**src/rvc_defs.svh**
```systemverilog
// constants for the rgb video input capture block
`ifndef RVC_DEFS_SVH
`define RVC_DEFS_SVH

// ****************************************************************
// widths
// ****************************************************************
`define RVC_CNT_W       12
`define RVC_COLOR_W     8
`define RVC_PIX_W       48
`define RVC_ONE_PIX_W   24
`define RVC_PIN_W       51

// ****************************************************************
// positions inside the synchroniser vector
// ****************************************************************
`define RVC_POS_SCLK    50
`define RVC_POS_VS      49
`define RVC_POS_HS      48
`define RVC_POS_SECOND  24

// ****************************************************************
// calibration pulse lengths, in input sample clocks
// ****************************************************************
`define RVC_CLAMP_LEN   8'h08
`define RVC_GAIN_LEN    8'h10
`define RVC_PULSE_W     8

`endif

```
**src/rvc_pkg.sv**
```systemverilog
// types shared by the rgb video input capture block
package rvc_pkg;

    // capture mode, selected by a plain port
    typedef enum logic [0:0] {
        RVC_SINGLE = 1'b0,
        RVC_DOUBLE = 1'b1
    } rvc_mode_t;

endpackage : rvc_pkg

```
**src/rvc_pix_if.sv**
```systemverilog
// valid/ready pixel stream between capture logic and buffer
interface rvc_pix_if #(
    parameter int W = 48
);
    logic         valid;
    logic         ready;
    logic [W-1:0] data;

    // producer end
    modport src (output valid, output data, input ready);
    // consumer end
    modport snk (input valid, input data, output ready);
endinterface : rvc_pix_if

```
**src/rvc_capture.sv**
```systemverilog
// rgb video input capture: pin sampling, sync framing, window, adc calibration
`include "rvc_defs.svh"

module rvc_capture #(
    parameter int CNT_W = `RVC_CNT_W,
    parameter int PIX_W = `RVC_PIX_W
) (
    // system clock and reset
    input  wire logic             clk_in,
    input  wire logic             rst_b_in,
    // video pins from the converters
    input  wire logic             input_sample_clock_in,
    input  wire logic [7:0]       first_pixel_red_port_in,
    input  wire logic [7:0]       first_pixel_green_port_in,
    input  wire logic [7:0]       first_pixel_blue_port_in,
    input  wire logic [7:0]       second_pixel_red_port_in,
    input  wire logic [7:0]       second_pixel_green_port_in,
    input  wire logic [7:0]       second_pixel_blue_port_in,
    input  wire logic             vertical_sync_input_in,
    input  wire logic             horizontal_sync_input_in,
    // configuration
    input  wire logic             double_mode_in,
    input  wire logic [CNT_W-1:0] h_offset_in,
    input  wire logic [CNT_W-1:0] v_offset_in,
    input  wire logic [CNT_W-1:0] h_size_in,
    input  wire logic [CNT_W-1:0] v_size_in,
    input  wire logic             overflow_clr_in,
    // pixel stream out
    input  wire logic             pix_ready_in,
    output logic      [PIX_W-1:0] pix_data_out,
    output logic                  pix_valid_out,
    // converter calibration and status
    output logic                  adc_clamp_pulse_out,
    output logic                  adc_gain_cal_pulse_out,
    output logic                  frame_locked_out,
    output logic                  overflow_out
);
    // ****************************************************************
    // reset release and pin synchronisers
    // ****************************************************************
    logic [1:0]            rst_sync_r;
    logic                  rst_b;
    logic [`RVC_PIN_W-1:0] pin_s1_r;
    logic [`RVC_PIN_W-1:0] pin_s2_r;
    logic                  sclk_prev_r;
    logic [`RVC_PIN_W-1:0] pin_raw;
    logic                  sclk_rise;
    logic                  sclk_fall;
    logic                  vs_prev_r;
    logic                  hs_prev_r;
    logic                  vs_fall;
    logic                  hs_fall;

    assign pin_raw = {input_sample_clock_in, vertical_sync_input_in,
                      horizontal_sync_input_in,
                      second_pixel_red_port_in, second_pixel_green_port_in,
                      second_pixel_blue_port_in,
                      first_pixel_red_port_in, first_pixel_green_port_in,
                      first_pixel_blue_port_in};

    // reset released through two flops
    always_ff @(posedge clk_in or negedge rst_b_in) begin
        if (!rst_b_in) begin
            rst_sync_r <= 2'h0;
        end else begin
            rst_sync_r <= {rst_sync_r[0], 1'b1};
        end
    end
    assign rst_b = rst_sync_r[1];

    // external clock sampled
    // two-flop sampling of every pin; stage one feeds only stage two
    always_ff @(posedge clk_in or negedge rst_b) begin
        if (!rst_b) begin
            pin_s1_r    <= '0;
            pin_s2_r    <= '0;
            sclk_prev_r <= 1'b0;
            vs_prev_r   <= 1'b0;
            hs_prev_r   <= 1'b0;
        end else begin
            pin_s1_r    <= pin_raw;
            pin_s2_r    <= pin_s1_r;
            sclk_prev_r <= pin_s2_r[`RVC_POS_SCLK];
            vs_prev_r   <= pin_s2_r[`RVC_POS_VS];
            hs_prev_r   <= pin_s2_r[`RVC_POS_HS];
        end
    end

    assign sclk_rise = pin_s2_r[`RVC_POS_SCLK] & ~sclk_prev_r;
    assign sclk_fall = ~pin_s2_r[`RVC_POS_SCLK] & sclk_prev_r;
    assign vs_fall   = ~pin_s2_r[`RVC_POS_VS] & vs_prev_r;
    assign hs_fall   = ~pin_s2_r[`RVC_POS_HS] & hs_prev_r;

    // ****************************************************************
    // window counters, pixel assembly, calibration pulses
    // ****************************************************************
    // true when cnt lies in [off, off+size)
    function automatic logic in_win(input logic [CNT_W-1:0] cnt,
                                    input logic [CNT_W-1:0] off,
                                    input logic [CNT_W-1:0] size);
        logic [CNT_W:0] lim;
        lim    = {1'b0, off} + {1'b0, size};
        in_win = (cnt >= off) && ({1'b0, cnt} < lim);
    endfunction

    logic [CNT_W-1:0]          h_cnt_r;
    logic [CNT_W-1:0]          h_cnt_nxt;
    logic [CNT_W-1:0]          v_cnt_r;
    logic [CNT_W-1:0]          v_cnt_nxt;
    logic                      locked_r;
    logic                      locked_nxt;
    logic                      pair_win_r;
    logic                      pair_win_nxt;
    logic [`RVC_ONE_PIX_W-1:0] first_r;
    logic [`RVC_ONE_PIX_W-1:0] first_nxt;
    logic [`RVC_PULSE_W-1:0]   clamp_cnt_r;
    logic [`RVC_PULSE_W-1:0]   clamp_cnt_nxt;
    logic [`RVC_PULSE_W-1:0]   gain_cnt_r;
    logic [`RVC_PULSE_W-1:0]   gain_cnt_nxt;
    logic                      clamp_r;
    logic                      gain_r;
    logic                      ovf_r;
    logic                      ovf_nxt;
    logic                      win_now;
    logic                      push_v;
    logic [PIX_W-1:0]          push_d;
    rvc_pkg::rvc_mode_t        mode;

    rvc_pix_if #(.W(PIX_W)) fill_if ();
    rvc_pix_if #(.W(PIX_W)) drain_if ();

    assign mode    = rvc_pkg::rvc_mode_t'(double_mode_in);
    assign win_now = locked_r && in_win(h_cnt_r, h_offset_in, h_size_in)
                     && in_win(v_cnt_r, v_offset_in, v_size_in);

    // next counter, pixel and pulse state
    always_comb begin
        h_cnt_nxt     = h_cnt_r;
        v_cnt_nxt     = v_cnt_r;
        locked_nxt    = locked_r;
        pair_win_nxt  = pair_win_r;
        first_nxt     = first_r;
        clamp_cnt_nxt = clamp_cnt_r;
        gain_cnt_nxt  = gain_cnt_r;
        push_v        = 1'b0;
        push_d        = '0;
        if (sclk_rise && (h_cnt_r != {CNT_W{1'b1}})) begin
            h_cnt_nxt = h_cnt_r + 1'b1;
        end
        // calibration pulses last a fixed number of sample clocks
        if (sclk_rise && (clamp_cnt_r != '0)) begin
            clamp_cnt_nxt = clamp_cnt_r - 1'b1;
        end
        if (sclk_rise && (gain_cnt_r != '0)) begin
            gain_cnt_nxt = gain_cnt_r - 1'b1;
        end
        if (hs_fall) begin
            h_cnt_nxt     = '0;
            clamp_cnt_nxt = `RVC_CLAMP_LEN;
            if (v_cnt_r != {CNT_W{1'b1}}) begin
                v_cnt_nxt = v_cnt_r + 1'b1;
            end
        end
        if (vs_fall) begin
            v_cnt_nxt    = '0;
            locked_nxt   = 1'b1;
            gain_cnt_nxt = `RVC_GAIN_LEN;
        end
        if (sclk_rise) begin
            first_nxt    = pin_s2_r[`RVC_ONE_PIX_W-1:0];
            pair_win_nxt = win_now;
        end
        case (mode)
            // single mode uses first pixel only
            rvc_pkg::RVC_SINGLE: begin
                push_v = sclk_rise && win_now;
                push_d = {{(PIX_W-`RVC_ONE_PIX_W){1'b0}},
                          pin_s2_r[`RVC_ONE_PIX_W-1:0]};
            end
            // second pixel taken on falling edge
            rvc_pkg::RVC_DOUBLE: begin
                push_v = sclk_fall && pair_win_r;
                push_d = {pin_s2_r[`RVC_POS_HS-1:`RVC_POS_SECOND], first_r};
            end
            default: begin
                push_v = 1'b0;
            end
        endcase
        // a stalled word is dropped and flagged; set beats clear
        ovf_nxt = (ovf_r && !overflow_clr_in) || (push_v && !fill_if.ready);
    end

    assign fill_if.valid  = push_v;
    assign fill_if.data   = push_d;
    assign drain_if.ready = pix_ready_in;

    // counter and pulse registers
    always_ff @(posedge clk_in or negedge rst_b) begin
        if (!rst_b) begin
            h_cnt_r     <= '0;
            v_cnt_r     <= '0;
            locked_r    <= 1'b0;
            pair_win_r  <= 1'b0;
            first_r     <= '0;
            clamp_cnt_r <= '0;
            gain_cnt_r  <= '0;
            clamp_r     <= 1'b0;
            gain_r      <= 1'b0;
            ovf_r       <= 1'b0;
        end else begin
            h_cnt_r     <= h_cnt_nxt;
            v_cnt_r     <= v_cnt_nxt;
            locked_r    <= locked_nxt;
            pair_win_r  <= pair_win_nxt;
            first_r     <= first_nxt;
            clamp_cnt_r <= clamp_cnt_nxt;
            gain_cnt_r  <= gain_cnt_nxt;
            clamp_r     <= (clamp_cnt_nxt != '0);
            gain_r      <= (gain_cnt_nxt != '0);
            ovf_r       <= ovf_nxt;
        end
    end

    // ****************************************************************
    // output buffer and status
    // ****************************************************************
    rvc_skid_buf #(
        .W (PIX_W)
    ) u_buf (
        .clk_in   (clk_in),
        .rst_b_in (rst_b),
        .in_if    (fill_if.snk),
        .out_if   (drain_if.src)
    );

    assign pix_data_out           = drain_if.data;  // buffer head register
    assign pix_valid_out          = drain_if.valid; // buffer head register
    assign adc_clamp_pulse_out    = clamp_r;
    assign adc_gain_cal_pulse_out = gain_r;
    assign frame_locked_out       = locked_r;
    assign overflow_out           = ovf_r;
endmodule // rvc_capture

```
**src/rvc_skid_buf.sv**
```systemverilog
// two-entry pixel buffer with valid and ready on both sides
module rvc_skid_buf #(
    parameter int W = 48
) (
    // clock and reset
    input  wire logic clk_in,
    input  wire logic rst_b_in,
    // streams
    rvc_pix_if.snk    in_if,
    rvc_pix_if.src    out_if
);
    logic         main_v_r;
    logic         main_v_nxt;
    logic [W-1:0] main_d_r;
    logic [W-1:0] main_d_nxt;
    logic         skid_v_r;
    logic         skid_v_nxt;
    logic [W-1:0] skid_d_r;
    logic [W-1:0] skid_d_nxt;
    logic         push;
    logic         pop;

    // ready drops only when both entries hold a word
    assign in_if.ready  = ~skid_v_r;
    assign out_if.valid = main_v_r;
    assign out_if.data  = main_d_r;
    assign push         = in_if.valid & ~skid_v_r;
    assign pop          = main_v_r & out_if.ready;

    // next entry contents; skid refills the head first to keep order
    always_comb begin
        main_v_nxt = main_v_r;
        main_d_nxt = main_d_r;
        skid_v_nxt = skid_v_r;
        skid_d_nxt = skid_d_r;
        if (!main_v_r || pop) begin
            if (skid_v_r) begin
                main_d_nxt = skid_d_r;
                main_v_nxt = 1'b1;
                skid_v_nxt = 1'b0;
            end else begin
                main_d_nxt = in_if.data;
                main_v_nxt = push;
            end
        end else if (push) begin
            skid_d_nxt = in_if.data;
            skid_v_nxt = 1'b1;
        end
    end

    // entry registers
    always_ff @(posedge clk_in or negedge rst_b_in) begin
        if (!rst_b_in) begin
            main_v_r <= 1'b0;
            main_d_r <= '0;
            skid_v_r <= 1'b0;
            skid_d_r <= '0;
        end else begin
            main_v_r <= main_v_nxt;
            main_d_r <= main_d_nxt;
            skid_v_r <= skid_v_nxt;
            skid_d_r <= skid_d_nxt;
        end
    end
endmodule // rvc_skid_buf

```
**config.mk**
```make
export PLATFORM = sky130hd
export DESIGN_NAME = rvc_capture
export DESIGN_NICKNAME = d
export VERILOG_FILES = /design/src/rvc_pkg.sv /design/src/rvc_pix_if.sv /design/src/rvc_capture.sv /design/src/rvc_skid_buf.sv
export VERILOG_INCLUDE_DIRS = /design/src
export SDC_FILE = /design/constraint.sdc
export NUM_CORES = 1
export LEC_CHECK = 0
export BUFFER_PORTS_ARGS = -buffer_cell sky130_fd_sc_hd__buf_4
export CAP_MARGIN = 0
export CORE_MARGIN = 2
export CORE_UTILIZATION = 58
export CTS_CLUSTER_DIAMETER = 40
export DETAILED_ROUTE_END_ITERATION = 8
export PLACE_DENSITY = 0.84
export SETUP_SLACK_MARGIN = 0.02
export SYNTH_ARGS = -nofsm -noshare
export SYNTH_HDL_FRONTEND = slang
export SYNTH_SLANG_ARGS = --single-unit
```
**constraint.sdc**
```tcl
create_clock -name clk_in -period 9.2 [get_ports clk_in]
set_input_delay 0.46 -clock clk_in [delete_from_list [all_inputs] [get_ports clk_in]]
set_output_delay 0.46 -clock clk_in [all_outputs]
set_load 0.01 [all_outputs]
```
# After elaboration in Yosys (flattened, before gate mapping)
# Cells that the tools add are included.
op_classes:
  n_addsub: 6
  multipliers: 0
  div: 0
  order_cmp: 4
  n_eq_ne: 2
  n_shift: 0
  n_mux: 15
  bitwise: 13
  n_reduce_logical: 25
op_table:
  columns: ["cell", "n"]
  rows:
  - ["$pmux 48 s2", 1]
  - ["$mux 12", 5]
  - ["$mux 48", 1]
  - ["$mux 8", 4]
  - ["$reduce_bool 8->1", 4]
  - ["$add 12x12->13", 2]
  - ["$lt 12x13->1", 2]
  - ["$add 12x1->12 const B", 2]
  - ["$ge 12x12->1", 2]
  - ["$ne 12x12->1 const B", 2]
  - ["$sub 8x1->8 const B", 2]
  - ["$logic_and 1x1->1", 11]
  - ["$reduce_bool 2->1", 4]
  - ["$not 1->1", 7]
  - ["$and 1x1->1", 6]
  - ["$reduce_and 2->1", 2]
  - ["$mux 1", 3]
  - ["$logic_not 1->1", 2]
  - ["$logic_or 1x1->1", 2]
  - ["$pmux 1 s2", 1]
word_totals:
  register_bits: 274
  latch_bits: 0
  mem_bits_rw: 0
  romBits: 0
  inputBits: 104
  output_inout_bits: 53
  word_cells: 85
  mem_count: 0

# Longest topological paths before layout
depth:
  ltp_word: 10
  depth_mapped: 20
  mapped_depth_nobuf: 18

# Cells and area by module
# A second synthesis with hierarchy kept.
hier_totals:
  cells_unflattened: 1028
  hier_area_um2: 12587.1
by_module_without_submodules:
  columns: ["mod", "n_inst", "cells_each", "area_per_inst_um2", "seq_area_each_um2"]
  rows:
  - ["rvc_capture", 1, 763, 8376.8, 4404.2]
  - ["rvc_skid_buf", 1, 265, 4210.3, 2452.4]

# Worst setup path after synthesis
# No wires, ideal clock.
synth_timing:
  path_type: "input-to-reg"
  from: "in v_offset_in[0]"
  to: "reg u_buf.skid_d_r[28]"
  setup_time_ns: 0.121
  arrival_time_ns: 3.915
  t_required_ns: 9.079
  slack_ns: 5.164
  stages: 20
  n_path_buf: 2
  path_cell_list: "ha_1 -> fa_1 -> a211oi_1 -> o21bai_1 -> a21oi_1 -> o21ai_0 -> a21o_1 -> a21oi_1 -> xor2_1 -> ha_1 -> a21o_1 -> a21oi_1 -> o211ai_1 -> nand3_1 -> o211ai_2 -> nor3_4 -> a21oi_4 -> buf_6 -> buf_6 -> a22o_1"
synth_between:
  elab_chain_cells: 8
  elab_cells_between_ends: 9
  classes_between: "add/sub (1); order compare (2); mux (1); bitwise (1); reduce/logical (4)"
synth_lines:
  columns: ["item", "line_no", "text"]
  rows:
  - ["start, declared", "rvc_capture.sv:24", "input wire logic [CNT_W-1:0] v_offset_in,"]
  - ["$add 12x12->13", "rvc_capture.sv:102", "lim = {1'b0, off} + {1'b0, size};"]
  - ["$lt 12x13->1", "rvc_capture.sv:103", "in_win = (cnt >= off) && ({1'b0, cnt} < lim);"]
  - ["$logic_and 1x1->1 *", "rvc_capture.sv:103", null]
  - ["$logic_and 1x1->1 *", "rvc_capture.sv:134", "&& in_win(v_cnt_r, v_offset_in, v_size_in);"]
  - ["$logic_and 1x1->1 *", "rvc_capture.sv:176", "push_v = sclk_rise && win_now;"]
  - ["$pmux 1 s2 *", "rvc_capture.sv:173", "case (mode)"]
  - ["$and 1x1->1 *", "rvc_skid_buf.sv:27", "assign push = in_if.valid & ~skid_v_r;"]
  - ["$reduce_and 2->1 (no line) *", null, null]
  - ["end signal, assigned", "rvc_skid_buf.sv:62", "skid_d_r <= skid_d_nxt;"]
  - ["end, declared", "rvc_skid_buf.sv:18", "logic [W-1:0] skid_d_r;"]
# Every way passes the cells marked *; elsewhere a longest branch is shown, timed or not.
# A chain may end at the register's enable or synchronous reset.

# Worst setup path after layout
layout_timing:
  from: "in v_offset_in[0]"
  to: "reg u_buf.skid_d_r[9]"
# Same word-level chain as after synthesis.

==> impl_metrics.tcl <==
set metrics [dict create \
    syn_area_um2 12100 \
    reg2reg_slack_ns 6.09 \
    relSlewSlack_pct 25.0 \
    synth-edff-count 0 \
    hold_viol 0 \
    drive_gt1_share_pct 23.1 \
    cp_data_arrival_time_ns 4.83 \
    power_density_nw_per_um2 209 \
    report.final.slew_viol_count 0 \
    cap_viol_max_count 0 \
    die_area_um2 22100 \
    gp_congestion 0.881 \
    grt_pass1_wl_um 42900 \
    fill_cells 1408 \
    min-delay-start "second_pixel_green_port_in[0]" \
    start_util_pct 59.6 \
    cts_buffers 34 \
    rsz0062_at_grt "false" \
    first_iter_violations 479 \
    synth_ff_type "dfrtp_1" \
    setup_ws_ns 4.74 \
    layout_commonest_cell "dfrtp_1" \
    fmax_mhz 224 \
    num_rows 52 \
    core_um2 20400 \
    cts_tree "built" \
    min_to "pin_s1_r[32]" \
    hold_path_class "primary input to flip-flop" \
    dr.pass1.iters 5 \
    synth-seq-cells 274 \
    finalCriticalPeriod_ns 4.46 \
    synth_cell_types 56 \
    drc 0 \
    vias 8425 \
    die-height_um 149 \
    final_antenna_net_count 0 \
    antenna_cells 0 \
    fp.dieW_um 149 \
    pre_cts_ws_ns 4.27 \
    synthToLayoutAreaGrowth_pct 21.3 \
    r2r_end "u_buf.skid_d_r[9]" \
    cts.path.max_buffers 3 \
    r2r_cells 9 \
    gr-total-overflow 0 \
    outcome "complete, no violations" \
    setup_viol 0 \
    worst_slew_pin_slew_ns 1.12 \
    worst_setup_path_start_kind "primary input" \
    ys_seq_area_share_pct 56.5 \
    dp.cells 1440 \
    critPathCaptureType "flip-flop" \
    syn_inst 1042 \
    layout_common_cells "dfrtp_1 (272), buf_4 (168), nor2_1 (128)" \
    p_leak_nw 7.35 \
    clk_pin_slew_ns 0.06 \
    setup_tns_ns 0 \
    antenna_found_initial 0 \
    post_drt_wl_per_cell_um 17.3 \
    ir_drop_mv 0.162 \
    clock-sinks 274 \
    first_global_vias 8666 \
    grt_max_degree 87 \
    root_buffer "clkbuf_16" \
    h-tree-depth 2 \
    holdPathStages 1 \
    cp.required_ns 9.57 \
    ios 157 \
    path_max_fanout 48 \
    synth_nets 1224 \
    cts-resized-gates 0 \
    reg2reg_from "v_cnt_r[11]" \
    synth_warnings 0 \
    fin_skew_ns 0.0168 \
    insertion_delay_ns 0.50 \
    grt_usage_pct 24.1 \
    dp_hpwl_um 16800 \
    crit_type "primary input to flip-flop" \
    instances_no_fill 1502 \
    async_reset_ff_share_pct 100 \
    layout_worst_path_cycle_share_pct 48.5 \
    fin_nets 1389 \
    routed_wl_um 25900 \
    drt-vias-per-instance 5.61 \
    io_buffers 156 \
    synth.avg_cell_area_um2 11.6 \
]
## worst max-delay path, stage by stage
cell      delay [ns]
buf_4           0.12
ha_1            0.22
fa_1            0.43
a211oi_1        0.26
o21bai_1        0.12
a21oi_1         0.26
o21ai_0         0.17
a21o_1          0.22
a21oi_1         0.17
xor2_1          0.09
ha_1            0.31
a21o_1          0.11
a21oi_1         0.07
a211oi_1        0.21
nand3_1         0.12
o211ai_2        0.26
nor3_4          0.09
a21oi_4         0.12
buf_4           0.63
mux2_4          0.35
## through the flow
stage | instance area [um^2] | hold WS [ns] | util [%] | power (W)
floorplan | 12100 | 0.164 | - | 0.00161
finish | 14700 | 0.0637 | 72.3 | 0.00307
CTS | 14700 | 0.0473 | 72.3 | 0.00310
global placement | 13600 | 0.243 | 66.5 | 0.00173
detailed placement | 13600 | 0.247 | 66.5 | 0.00175
global route | 14700 | 0.0458 | 72.3 | 0.00320
## flip-flops by register name, summed over array words and instances, names as in the netlist, 2 cells and up
name	cells
clamp_cnt_r	8
rst_sync_r	2
gain_cnt_r	8
u_buf.skid_d_r	48
v_cnt_r	12
pin_s2_r	51
pin_s1_r	51
h_cnt_r	12
u_buf.out_if.data	48
first_r	24
## cells in the mapped netlist (all sizes together), types with 10 or more instances
| library cell | count | area (um^2) |
|---|---|---|
| a221oi | 25 | 225 |
| inv | 36 | 135 |
| nand2 | 107 | 402 |
| nand4 | 10 | 62.6 |
| xnor2 | 21 | 184 |
| o21ai | 21 | 105 |
| dfrtp | 274 | 6860 |
| mux2 | 48 | 631 |
| mux2i | 26 | 260 |
| clkbuf | 26 | 97.6 |
| buf | 14 | 93.8 |
| nand2b | 11 | 76.3 |
| xor2 | 29 | 254 |
| nor2b | 10 | 62.6 |
| a22o | 24 | 210 |
| nor2 | 128 | 480 |
| nand3 | 13 | 65.1 |
| a21o | 15 | 113 |
| a21oi | 62 | 325 |
| ha | 76 | 951 |
## cell families (layout without fill, tap and decap cells)
kind of cell,after synthesis,count (layout),synth area share [%]
adder cells (fa/ha/maj),78,78,8.17
other,1,1,0.0309
XOR/XNOR,50,50,3.61
buffers and inverters,76,266,2.69
flip-flops,274,274,56.5
AO/OA/AOI/OAI,174,174,9.97
multiplexers,74,74,7.34
AND/OR/NAND/NOR,315,315,11.7
## routing by layer
layer	track usage (%)	up-vias	part of all wire, %
met5	0	-	0
met4	6.00	0	1.6
met3	3.34	43	4.2
met2	41.9	210	51
met1	32.4	4217	43
li1	-	3955	-
## cell type report
class	count	area, um^2	share of cell area (%)
sequential	274	6860	46.6
multi-input combinational	692	4950	33.7
timing repair buffer	169	1270	8.64
clock buffer	46	990	6.72
tap	270	338	2.30
clock inverter	15	169	1.15
inverter	36	135	0.918
## power breakdown
group	internal (W)	switching, W
Clock	0.000822	0.000512
Sequential	0.00129	0.0000659
Combinational	0.000183	0.000200
## worst max path at each step
stage,start,endpoint,slack [ns],depth (start not counted)
final,v_offset_in[0],u_buf.skid_d_r[9],4.74,20
after global routing,v_offset_in[0],u_buf.skid_d_r[9],4.45,20
after CTS,v_offset_in[0],u_buf.skid_d_r[9],4.76,20
after detailed placement,v_offset_in[0],u_buf.skid_d_r[0],4.27,20
after global placement,v_offset_in[0],u_buf.skid_d_r[5],4.36,20
after floorplan,rst_sync_r[1],adc_clamp_pulse_out,1.0,0
## repair_timing
item,in CTS,in global routing
hold buffers,1,0
hold endpoints to repair,2,0
buffers inserted,0,0
Power figures use the tool's default switching activity.
